## src/verilog/mcuic_pkg.sv

```systemverilog
// mcuic_pkg: register map, field layout, reset values and types of the interrupt controller
// assumes a 32-bit ahb-lite bus with one register per aligned word
package mcuic_pkg;
   // printed offsets are not all multiples of four: they are register indices
   localparam logic [7:0] IDX_EDGE = 8'hbf;
   localparam logic [7:0] IDX_FLAGS = 8'hc8;
   localparam logic [7:0] IDX_ENABLES = 8'hc9;
   localparam logic [7:0] IDX_STACK = 8'hdf;
   localparam logic [7:0] IDX_CTX_ACC = 8'he0;
   localparam logic [7:0] IDX_CTX_PFL = 8'he1;
   localparam logic [7:0] IDX_CPU_CTL = 8'he2;
   localparam logic [7:0] IDX_PC = 8'he3;
   localparam int BIT_EXT = 0;
   localparam int BIT_MSP = 1;
   localparam int BIT_SIO = 3;
   localparam int BIT_T0 = 4;
   localparam int BIT_TC1 = 6;
   localparam int BIT_CMP = 7;
   localparam logic [7:0] SRC_MASK = 8'hdb;
   localparam int GIE_BIT = 7;
   localparam logic [2:0] STACK_RESET = 3'h7;
   localparam int EDGE_LSB = 3;
   localparam logic [1:0] EDGE_RESET = 2'h2;
   localparam logic [1:0] EDGE_RISE = 2'h1;
   localparam logic [1:0] EDGE_FALL = 2'h2;
   localparam logic [1:0] EDGE_BOTH = 2'h3;
   localparam logic [7:0] PFL_KEEP_MASK = 8'hc0;
   localparam logic [15:0] IRQ_VECTOR = 16'h0008;
   localparam int CTL_PUSH = 0;
   localparam int CTL_POP = 1;
   localparam int CTL_RETURN_FROM_IRQ_INSTR = 2;
   localparam int CTL_BOUNDARY = 3;
   typedef enum logic [1:0]
   {
      MCUIC_RUN = 2'b00,
      MCUIC_SERVICE = 2'b01,
      MCUIC_SLEEP = 2'b10
   } mcuic_state_e;
   typedef struct packed
   {
      logic [7:0] acc;
      logic [7:0] pflags;
   } mcuic_ctx_s;
endpackage : mcuic_pkg

```

## src/verilog/mcuic_edge_det.sv

```systemverilog
// mcuic_edge_det: edge detector for the external interrupt pin
// assumes the pin is synchronous to hclk
`timescale 1ns/1ps
`default_nettype none
module mcuic_edge_det
   import mcuic_pkg::*;
(
   input wire logic hclk,
   input wire logic hresetn,
   input wire logic pin,
   input wire logic [1:0] sel,
   output logic hit
);
   logic prev_reg;
   always_ff @(posedge hclk or negedge hresetn)
   begin
      if (!hresetn)
         prev_reg <= 1'b1;
      else
         prev_reg <= pin;
   end
   // reserved select code detects nothing
   always_comb
   begin
      case (sel)
         EDGE_RISE: hit = pin & ~prev_reg;
         EDGE_FALL: hit = ~pin & prev_reg;
         EDGE_BOTH: hit = pin ^ prev_reg;
         default: hit = 1'b0;
      endcase
   end
endmodule : mcuic_edge_det
`default_nettype wire

```

## src/verilog/mcuic_top.sv

```systemverilog
// mcuic_top: interrupt controller of an 8-bit cpu with ahb-lite register access
// assumes the cpu core signals instructions by bus writes to the cpu control register and waits on irq_take
// Notes on behaviour
// - enable register bits 0,1,3,4,6,7 permit each source when written 1.
// - taking an interrupt pushes return stack one level and loads pc with 8.
// - return-from-interrupt leaves service and pops the return stack.
// - each source request sets its flag bit at the enable bit position.
// - flags stay set until software clears them by writing the flag register.
// - nothing vectors unless global enable, stack register bit 7, is 1; resets 0.
// - save/restore uses one buffer level; a second save overwrites the first.
// - timeout and power-down status bits are neither saved nor restored.
// - configured external edge sets its flag regardless of its enable.
// - enabled external edge redirects pc to vector 8.
// - matching edge during power-down is latched and serviced first on wake.
// - edge field bits 4:3: 01 rise, 10 fall, 11 both, 00 reserved; reset 10.
// - six sources: two timers, master serial, serial io, comparator, external pin.
// - entering service clears global enable; return sets it again.
// - timer overflow sets its flag regardless of enable; vector needs enable too.
//
// The AHB-Lite interface to the registers was decided locally.
`timescale 1ns/1ps
`default_nettype none
module mcuic_top
   import mcuic_pkg::*;
(
   input wire logic hclk,
   input wire logic hresetn,
   input wire logic hsel,
   input wire logic [31:0] haddr,
   input wire logic [1:0] htrans,
   input wire logic hwrite,
   input wire logic [2:0] hsize,
   input wire logic [31:0] hwdata,
   input wire logic hready,
   output logic [31:0] hrdata,
   output logic hreadyout,
   output logic hresp,
   input wire logic ext_pin,
   input wire logic msp_req,
   input wire logic sio_req,
   input wire logic t0_ovf,
   input wire logic tc1_ovf,
   input wire logic cmp_req,
   input wire logic powerdown,
   input wire logic [7:0] cpu_acc,
   input wire logic [7:0] cpu_pflags,
   output logic irq_take,
   output logic [15:0] pc_load,
   output logic wake,
   output logic irq
);
   logic [7:0] flags_reg;
   logic [7:0] enables_reg;
   logic gie_reg;
   logic [2:0] stack_reg;
   logic [1:0] edge_reg;
   mcuic_ctx_s ctx_reg;
   mcuic_ctx_s restore_reg;
   logic [3:0] ctl_reg;
   logic [15:0] pc_reg;
   logic wake_latch_reg;
   mcuic_state_e state_reg;
   logic [7:0] addr_reg;
   logic wr_pend_reg;
   logic rd_ok;
   logic ext_hit;
   logic [7:0] hw_set;
   logic [7:0] sw_clr;
   logic pending;
   logic take;
   logic return_from_irq_instr;

   mcuic_edge_det u_edge
   (
      .hclk(hclk),
      .hresetn(hresetn),
      .pin(ext_pin),
      .sel(edge_reg),
      .hit(ext_hit)
   );

   // ahb-lite slave: zero wait states, always okay
   assign hreadyout = 1'b1;
   assign hresp = 1'b0;
   always_ff @(posedge hclk or negedge hresetn)
   begin
      if (!hresetn)
      begin
         addr_reg <= 8'h00;
         wr_pend_reg <= 1'b0;
      end
      else
      begin
         wr_pend_reg <= hsel & hready & htrans[1] & hwrite;
         if (hsel & hready & htrans[1])
            addr_reg <= haddr[9:2];
      end
   end
   wire wr_en = wr_pend_reg;
   wire [7:0] wd = hwdata[7:0];

   // source events; external edge counts regardless of its enable
   always_comb
   begin
      hw_set = 8'h00;
      hw_set[BIT_EXT] = ext_hit | wake_latch_reg;
      hw_set[BIT_MSP] = msp_req;
      hw_set[BIT_SIO] = sio_req;
      hw_set[BIT_T0] = t0_ovf;
      hw_set[BIT_TC1] = tc1_ovf;
      hw_set[BIT_CMP] = cmp_req;
   end
   // a write of 0 to a flag clears it, a write of 1 leaves it
   assign sw_clr = (wr_en && addr_reg == IDX_FLAGS) ? (~wd & SRC_MASK) : 8'h00;

   always_ff @(posedge hclk or negedge hresetn)
   begin
      if (!hresetn)
         flags_reg <= 8'h00;
      else
         flags_reg <= ((flags_reg & ~sw_clr) | hw_set) & SRC_MASK;
   end

   always_ff @(posedge hclk or negedge hresetn)
   begin
      if (!hresetn)
         enables_reg <= 8'h00;
      else if (wr_en && addr_reg == IDX_ENABLES)
         enables_reg <= wd & SRC_MASK;
   end

   always_ff @(posedge hclk or negedge hresetn)
   begin
      if (!hresetn)
         edge_reg <= EDGE_RESET;
      else if (wr_en && addr_reg == IDX_EDGE)
         edge_reg <= wd[EDGE_LSB +: 2];
   end

   // cpu control pulses written by the core model over the bus
   always_ff @(posedge hclk or negedge hresetn)
   begin
      if (!hresetn)
         ctl_reg <= 4'h0;
      else if (wr_en && addr_reg == IDX_CPU_CTL)
         ctl_reg <= wd[3:0];
      else
         ctl_reg <= 4'h0;
   end
   assign return_from_irq_instr = ctl_reg[CTL_RETURN_FROM_IRQ_INSTR];

   assign pending = |(flags_reg & enables_reg);
   assign take = pending && gie_reg && ctl_reg[CTL_BOUNDARY] && state_reg != MCUIC_SLEEP;
   assign irq_take = take;
   assign irq = pending & gie_reg;

   always_ff @(posedge hclk or negedge hresetn)
   begin
      if (!hresetn)
      begin
         gie_reg <= 1'b0;
         stack_reg <= STACK_RESET;
      end
      else if (take)
      begin
         gie_reg <= 1'b0;
         stack_reg <= stack_reg - 3'h1;
      end
      else if (return_from_irq_instr)
      begin
         gie_reg <= 1'b1;
         stack_reg <= stack_reg + 3'h1;
      end
      else if (wr_en && addr_reg == IDX_STACK)
      begin
         gie_reg <= wd[GIE_BIT];
         stack_reg <= wd[2:0];
      end
   end

   always_ff @(posedge hclk or negedge hresetn)
   begin
      if (!hresetn)
         pc_reg <= 16'h0000;
      else if (take)
         pc_reg <= IRQ_VECTOR;
   end
   assign pc_load = pc_reg;

   // single save buffer; status bits are never part of it
   always_ff @(posedge hclk or negedge hresetn)
   begin
      if (!hresetn)
         ctx_reg <= '0;
      else if (ctl_reg[CTL_PUSH])
      begin
         ctx_reg.acc <= cpu_acc;
         ctx_reg.pflags <= cpu_pflags & ~PFL_KEEP_MASK;
      end
   end
   always_ff @(posedge hclk or negedge hresetn)
   begin
      if (!hresetn)
         restore_reg <= '0;
      else if (ctl_reg[CTL_POP])
      begin
         restore_reg.acc <= ctx_reg.acc;
         restore_reg.pflags <= (ctx_reg.pflags & ~PFL_KEEP_MASK) | (cpu_pflags & PFL_KEEP_MASK);
      end
   end

   // sleep: a matching pin edge is latched and becomes the first thing serviced
   always_ff @(posedge hclk or negedge hresetn)
   begin
      if (!hresetn)
         state_reg <= MCUIC_RUN;
      else
      begin
         case (state_reg)
            MCUIC_RUN:
               if (powerdown)
                  state_reg <= MCUIC_SLEEP;
               else if (take)
                  state_reg <= MCUIC_SERVICE;
            MCUIC_SERVICE:
               if (return_from_irq_instr)
                  state_reg <= MCUIC_RUN;
            MCUIC_SLEEP:
               if (ext_hit || !powerdown)
                  state_reg <= MCUIC_RUN;
            default:
               state_reg <= MCUIC_RUN;
         endcase
      end
   end
   always_ff @(posedge hclk or negedge hresetn)
   begin
      if (!hresetn)
         wake_latch_reg <= 1'b0;
      else if (state_reg == MCUIC_SLEEP && ext_hit)
         wake_latch_reg <= 1'b1;
      else if (take)
         wake_latch_reg <= 1'b0;
   end
   assign wake = state_reg == MCUIC_SLEEP && ext_hit;

   assign rd_ok = 1'b1;
   always_ff @(posedge hclk or negedge hresetn)
   begin
      if (!hresetn)
         hrdata <= 32'h0000_0000;
      else if (hsel & hready & htrans[1] & ~hwrite & rd_ok)
      begin
         case (haddr[9:2])
            IDX_EDGE: hrdata <= {24'h000000, 3'h0, edge_reg, 3'h0};
            IDX_FLAGS: hrdata <= {24'h000000, flags_reg};
            IDX_ENABLES: hrdata <= {24'h000000, enables_reg};
            IDX_STACK: hrdata <= {24'h000000, gie_reg, 4'h0, stack_reg};
            IDX_CTX_ACC: hrdata <= {24'h000000, restore_reg.acc};
            IDX_CTX_PFL: hrdata <= {24'h000000, restore_reg.pflags};
            IDX_PC: hrdata <= {16'h0000, pc_reg};
            default: hrdata <= 32'h0000_0000;
         endcase
      end
   end

   a_flag_sticky: assert property (@(posedge hclk) disable iff (!hresetn)
      $past(flags_reg[BIT_T0]) && !$past(sw_clr[BIT_T0]) |-> flags_reg[BIT_T0])
      else $error("flag lost without clear");
   a_set_wins: assert property (@(posedge hclk) disable iff (!hresetn)
      hw_set[BIT_MSP] |=> flags_reg[BIT_MSP])
      else $error("set lost");
   a_take_gie: assert property (@(posedge hclk) disable iff (!hresetn)
      take |-> gie_reg ##1 !gie_reg && pc_reg == IRQ_VECTOR)
      else $error("take without gie or bad vector");
   a_return_from_irq_instr_gie: assert property (@(posedge hclk) disable iff (!hresetn)
      return_from_irq_instr && !take |=> gie_reg && stack_reg == $past(stack_reg) + 3'h1)
      else $error("return_from_irq_instr did not restore gie");
   a_reserved_zero: assert property (@(posedge hclk) disable iff (!hresetn)
      (flags_reg & ~SRC_MASK) == 8'h00 && (enables_reg & ~SRC_MASK) == 8'h00)
      else $error("reserved bit set");
   a_ext_noenable: assert property (@(posedge hclk) disable iff (!hresetn)
      ext_hit |=> flags_reg[BIT_EXT])
      else $error("edge missed");
   a_push_excl: assert property (@(posedge hclk) disable iff (!hresetn)
      ctl_reg[CTL_PUSH] |=> (ctx_reg.pflags & PFL_KEEP_MASK) == 8'h00 && ctx_reg.acc == $past(cpu_acc))
      else $error("push kept status bits");
   a_wake_latch: assert property (@(posedge hclk) disable iff (!hresetn)
      state_reg == MCUIC_SLEEP && ext_hit |=> wake_latch_reg && state_reg == MCUIC_RUN)
      else $error("wake edge not latched");
   c_take: cover property (@(posedge hclk) disable iff (!hresetn) take);
   c_return_from_irq_instr: cover property (@(posedge hclk) disable iff (!hresetn) return_from_irq_instr);
   c_wake: cover property (@(posedge hclk) disable iff (!hresetn) wake);
   c_push: cover property (@(posedge hclk) disable iff (!hresetn) ctl_reg[CTL_PUSH]);
   c_pop: cover property (@(posedge hclk) disable iff (!hresetn) ctl_reg[CTL_POP]);
endmodule : mcuic_top
`default_nettype wire

```

## config.mk

```make
export PLATFORM = sky130hd
export DESIGN_NAME = mcuic_top
export DESIGN_NICKNAME = d
export VERILOG_FILES = /design/src/verilog/mcuic_pkg.sv /design/src/verilog/mcuic_edge_det.sv /design/src/verilog/mcuic_top.sv
export SDC_FILE = /design/constraint.sdc
export NUM_CORES = 1
export LEC_CHECK = 0
export ABC_AREA = 1
export ABC_CLOCK_PERIOD_IN_PS = 1800
export BUFFER_PORTS_ARGS = -buffer_cell sky130_fd_sc_hd__clkbuf_2
export CORE_MARGIN = 3
export CORE_UTILIZATION = 45
export CTS_CLUSTER_SIZE = 28
export DETAILED_ROUTE_END_ITERATION = 8
export PLACE_DENSITY = 0.74
export SLEW_MARGIN = 20
export SYNTH_ARGS = -nofsm -noshare
export SYNTH_HDL_FRONTEND = slang
export SYNTH_HIERARCHICAL = 1
export SYNTH_SLANG_ARGS = --single-unit
```

## constraint.sdc

```tcl
create_clock -name hclk -period 1.8 [get_ports hclk]
set_input_delay 0.27 -clock hclk [delete_from_list [all_inputs] [get_ports hclk]]
set_output_delay 0.27 -clock hclk [all_outputs]
set_load 0.005 [all_outputs]
```

After elaboration in Yosys (flattened, before gate mapping)
Index checks and enable logic that the tools add are counted.

storage, ports and cells
  register bits after elaboration = 98
  bits of input ports = 97
  output and inout port bits = 53
  word-level logic and storage cells = 91

operators by class
  $add $sub $neg = 2
  equal/unequal tests = 21
  mux-type cells = 17
  bitwise logic cells = 18
  reductions and logical operators = 16

operator list
  kind                                                  number
  equality test 8 bit (second input constant)           12
  one-hot mux 8 bit (7 select lines)                    1
  bitwise AND 8 bit                                     2
  NOT 8 bit                                             2
  logical AND 1 bit                                     9
  two-way mux 3 bit                                     3
  two-way mux 2 bit                                     4
  two-way mux 8 bit                                     1
  OR 6 x 8 -> 8 bit                                     1
  OR 8 bit                                              1
  OR reduction 8 bit                                    1
  bitwise AND 1 bit                                     7
  equality test 2 bit (second input constant)           3
  inequality test 2 bit (second input constant)         3
  one-hot mux 2 bit (3 select lines)                    1
  two-way mux 1 bit                                     5
  equality test 2 x 1 -> 1 bit (second input constant)  2
  two-way mux 4 bit                                     1
  adder 3 x 1 -> 3 bit (second input constant)          1
  inequality test 3 bit (second input constant)         1
  NOT 1 bit                                             3
  one-hot mux 1 bit (3 select lines)                    1
  AND reduction 3 bit                                   1
  nonzero test 3 bit                                    1
  other kinds (7)                                       7

Longest topological paths before layout
  depth in word-level cells = 8
  gate-level depth with buffers = 9
  depth with buffers taken out = 9

Hierarchy
Netlist, hierarchy kept.

by module, submodules not included
  module          instances  cells each  area an instance (sq um)
  mcuic_top       1          445         3714.8
  mcuic_edge_det  1          12          90.1

Worst setup path before layout
OpenSTA, ideal clock, no wires.

  path type = reg-to-output
  from = register u_edge.prev_reg
  to = output wake
  data arrival time = 1110 ps
  data required time = 1530 ps
  setup slack = 420 ps
  stages on the path, launching flop included = 7
  path buffers = 0
  cell sequence = dfstp_2 > ha_1 > inv_1 > nand3_1 > nand3_1 > inv_1 > nor2_1

between the ends
  word-level cells in the longest chain between the ends = 4

RTL lines
  what                                  line                  RTL
  start, declared                       mcuic_edge_det.sv:14  logic prev_reg;
  start signal, assigned                mcuic_edge_det.sv:20  prev_reg <= pin;
  NOT 1 bit                             mcuic_edge_det.sv:26  EDGE_RISE: hit = pin & ~prev_reg;
  bitwise AND 1 bit                     mcuic_edge_det.sv:26
  one-hot mux 1 bit (3 select lines) *  mcuic_edge_det.sv:25  case (sel)
  via ext_hit                           mcuic_top.sv:66       logic ext_hit;
  logical AND 1 bit *                   mcuic_top.sv:245      assign wake = state_reg == MCUIC_SLEEP && ext_hit;
  end, declared                         mcuic_top.sv:49       output logic wake,

The timed path passes the listed nets; every way through them passes the cells marked *.

Final worst setup path
Same ends and word-level chain as after synthesis.

==> impl_metrics.ini <==
[grt]
grt_max_degree = 46
first_global_vias = 2883
grt_usage_pct = 17.2
grt_first_pass_wirelength_um = 13400
antenna_found_initial = 0
grt-ovfl-total = 0

[power]
power.switching_uw = 873
power.share.clock_pct = 34.8
comb_power_share_pct = 9.6
swShare_pct = 26.7
p_leak_uw = 0.00240
p_int_uw = 2400
power_frac_seq_pct = 55.6
worst_ir_drop_vdd_v = 0.000412
p_per_area_mw_per_mm2 = 762

[drt]
vias = 3029
drc = 0
wl_per_cell_um = 12.7
vias_per_cell = 4.82
firstDrtPassIters = 4
drtAntennaViolNets = 0
routed_wirelength_um = 7970
drt_iter0_markers = 189

[clock_tree]
cts_max_level = 3
clock_sinks = 74
root_buffer = clkbuf_8
clkLatencyLatePin_ns = 0.34
cts_tree = yes
clk_pin_slew_ns = 0.08
cts_buffers = 9
ctsLongestPathBuffers = 2

[setup_path]
cp.required_ns = 1.53
worst-path-buf-inv = 3
cp_cell_sequence = ha_4, inv_2, nand3_2, nand3_2, inv_2, nor2_2, buf_2
cp_data_arrival_time_ns = 1.55
worst_path_max_delay_cell = dfstp_2
path_class = reg -> out
critPathMaxStageDelay_ns = 0.56
cp_max_fo = 2
crit_family = flip-flops
endpoint_kind = primary output
start_kind = flop

[floorplanning]
rows = 32
fp.dieW_um = 98.0
die_area_sq_mm = 0.00959
io-pin-count = 150
start_util_pct = 47.8
core_area_sq_mm = 0.00797
die_h_um = 98.0

[placement]
hpwl_um = 6100
dp_slack_ns = 0.247
io_buffers = 55
gp_congestion = 0.847

[timing]
period_minus_slack_ns = 1.82
hold_viol_final = 0
setup_viol = 1
layout_setup_ws_ns = -0.0214
rsz0062_at_grt = yes
finalClockSkew_ns = 0.00986
slew_viol_final = 0
fmax_mhz = 549
post-route-period-util_pct = 101
hold_slack_ns = 0.0334

[final_layout]
antennaDiodeCount = 0
syn_to_final_growth_pct = 13.0
largest_reg_flops = 16
nets = 624
fin_util_pct = 54.0
drive_gt1_share_pct = 20.5

[synthesis]
ys_seq_area_share_pct = 48.8
syn_inst = 457
synth-edff-count = 0
synth.distinct_cells = 34
synth_area_per_cell_sq_um = 8.33
async_flop_share_pct = 100
synth_warnings = 6
ys_seq_elements = 74
syn-cell-area_sq_mm = 0.00380
ys.flop_type = dfrtp_1

[min_path]
hold_path.class = in -> reg

[outcome]
status = finished, violations left
violations = setup timing

[run]
maxCapViolCount = 0
[kinds of logic (layout without fill, tap and decap cells)]
kind of cell / after synthesis / count (layout) / share of synthesized area (%)
compound gates: 68 / 68 / 9.54
xor+xnor: 1 / 1 / 0.230
fa+ha+maj: 4 / 4 / 1.32
buf+inv: 110 / 141 / 15.0
flops: 74 / 74 / 48.8
mux: 5 / 5 / 1.45
other cells: 2 / 41 / 0.197
simple gates: 193 / 193 / 23.5
[power groups by stage]
stage | sequential, uW | combinational, uW | clock (uW)
2_1_floorplan | 1830 | 237 | 0
3_3_place_gp | 1850 | 298 | 0
3_5_place_dp | 1850 | 311 | 0
4_1_cts | 1820 | 317 | 1160
5_1_grt | 1830 | 367 | 1240
6_report | 1820 | 315 | 1140
[layout make-up]
class | count | area, sq um
Fill cell | 748 | 3670
Multi-Input combinational cell | 312 | 1550
Timing Repair Buffer | 65 | 365
Tap cell | 102 | 128
Clock inverter | 4 | 28.8
Sequential cell | 74 | 1860
Inverter | 61 | 229
Clock buffer | 11 | 141
[through the flow]
stage               std cells  total power, uW  setup TNS, ns  instance area [sq um]
global placement          611             2140              0                   4080
detailed placement        611             2160              0                   4080
floorplan                 496             2070              0                   3950
finish                    629             3270        -0.0214                   4300
CTS                       628             3300        -0.0401                   4290
global route              629             3430         -0.181                   4300
[synth_stat cells, drive strengths merged (2+ instances only)]
cell type / count / area share, %
dfrtp: 69 / 45
nor3: 7 / 1.3
nand4: 6 / 1.2
ha: 4 / 1.3
buf: 43 / 8.4
mux2: 4 / 1.2
o21bai: 3 / 0.59
o21ai: 43 / 5.7
nand2: 108 / 11
o21a: 2 / 0.39
clkbuf: 6 / 0.59
inv: 61 / 6.0
dfstp: 5 / 3.5
nor2: 36 / 4.8
a21oi: 17 / 2.3
nand3b: 2 / 0.39
conb: 2 / 0.20
nand3: 34 / 4.5
[routing by layer]
metal | global-route usage, % | up-vias | part of all wire [%]
met5 | 0 | - | 0
met4 | 5.43 | 0 | 1.5
met3 | 4.21 | 10 | 6.0
met2 | 26.7 | 94 | 47
met1 | 24.0 | 1429 | 46
li1 | - | 1496 | -
[worst paths after layout]
check / startpoint / to / slack (ns) / cells after the start
worst min-delay path: ext_pin / u_edge/prev_reg / 0.03 / 1
worst max-delay path: u_edge/prev_reg / wake / -0.02 / 7
max in group asynchronous: hresetn / edge_reg[1] / 0.88 / 3
worst max register to register: u_edge/prev_reg / state_reg[1] / 0.22 / 7
worst min register to register: hrdata[6] / hrdata[6] / 0.48 / 2
min in group asynchronous: hresetn / wake_latch_reg / 0.33 / 2
[worst register-to-register path, stage by stage, from the launching register on]
cell      delay [ns]
dfstp_2         0.56
inv_1           0.05
ha_1            0.16
nand3_1         0.10
nand3_2         0.11
buf_4           0.14
buf_4           0.13
a211oi_1        0.24
[cell usage in the layout (no fill, tap or decap), types with 2 or more instances in the layout]
cell	count
nand2_4	2
clkbuf_2	53
clkinvlp_4	2
o21ai_1	10
nor2_8	2
clkbuf_8	10
nor2_1	31
nand2_2	4
dfrtp_1	69
o21ai_0	33
o21bai_1	3
o21a_1	2
conb_1	41
buf_2	2
dfstp_2	5
inv_2	3
nand3_2	2
nand3b_1	2
inv_1	58
nor3_1	5
nor2_4	2
a21oi_1	16
nand4_1	5
buf_4	8
nand3_1	32
mux2_2	4
ha_1	3
nand2_1	102
[repair_timing]
action	in CTS	in global routing
hold buffers	1	0
hold endpoints to repair	9	0
pin swaps	3	0
setup buffers	1	1
resized for setup	4	3
endpoints found under the setup margin	1	2
(Power assumes the default switching activity.)
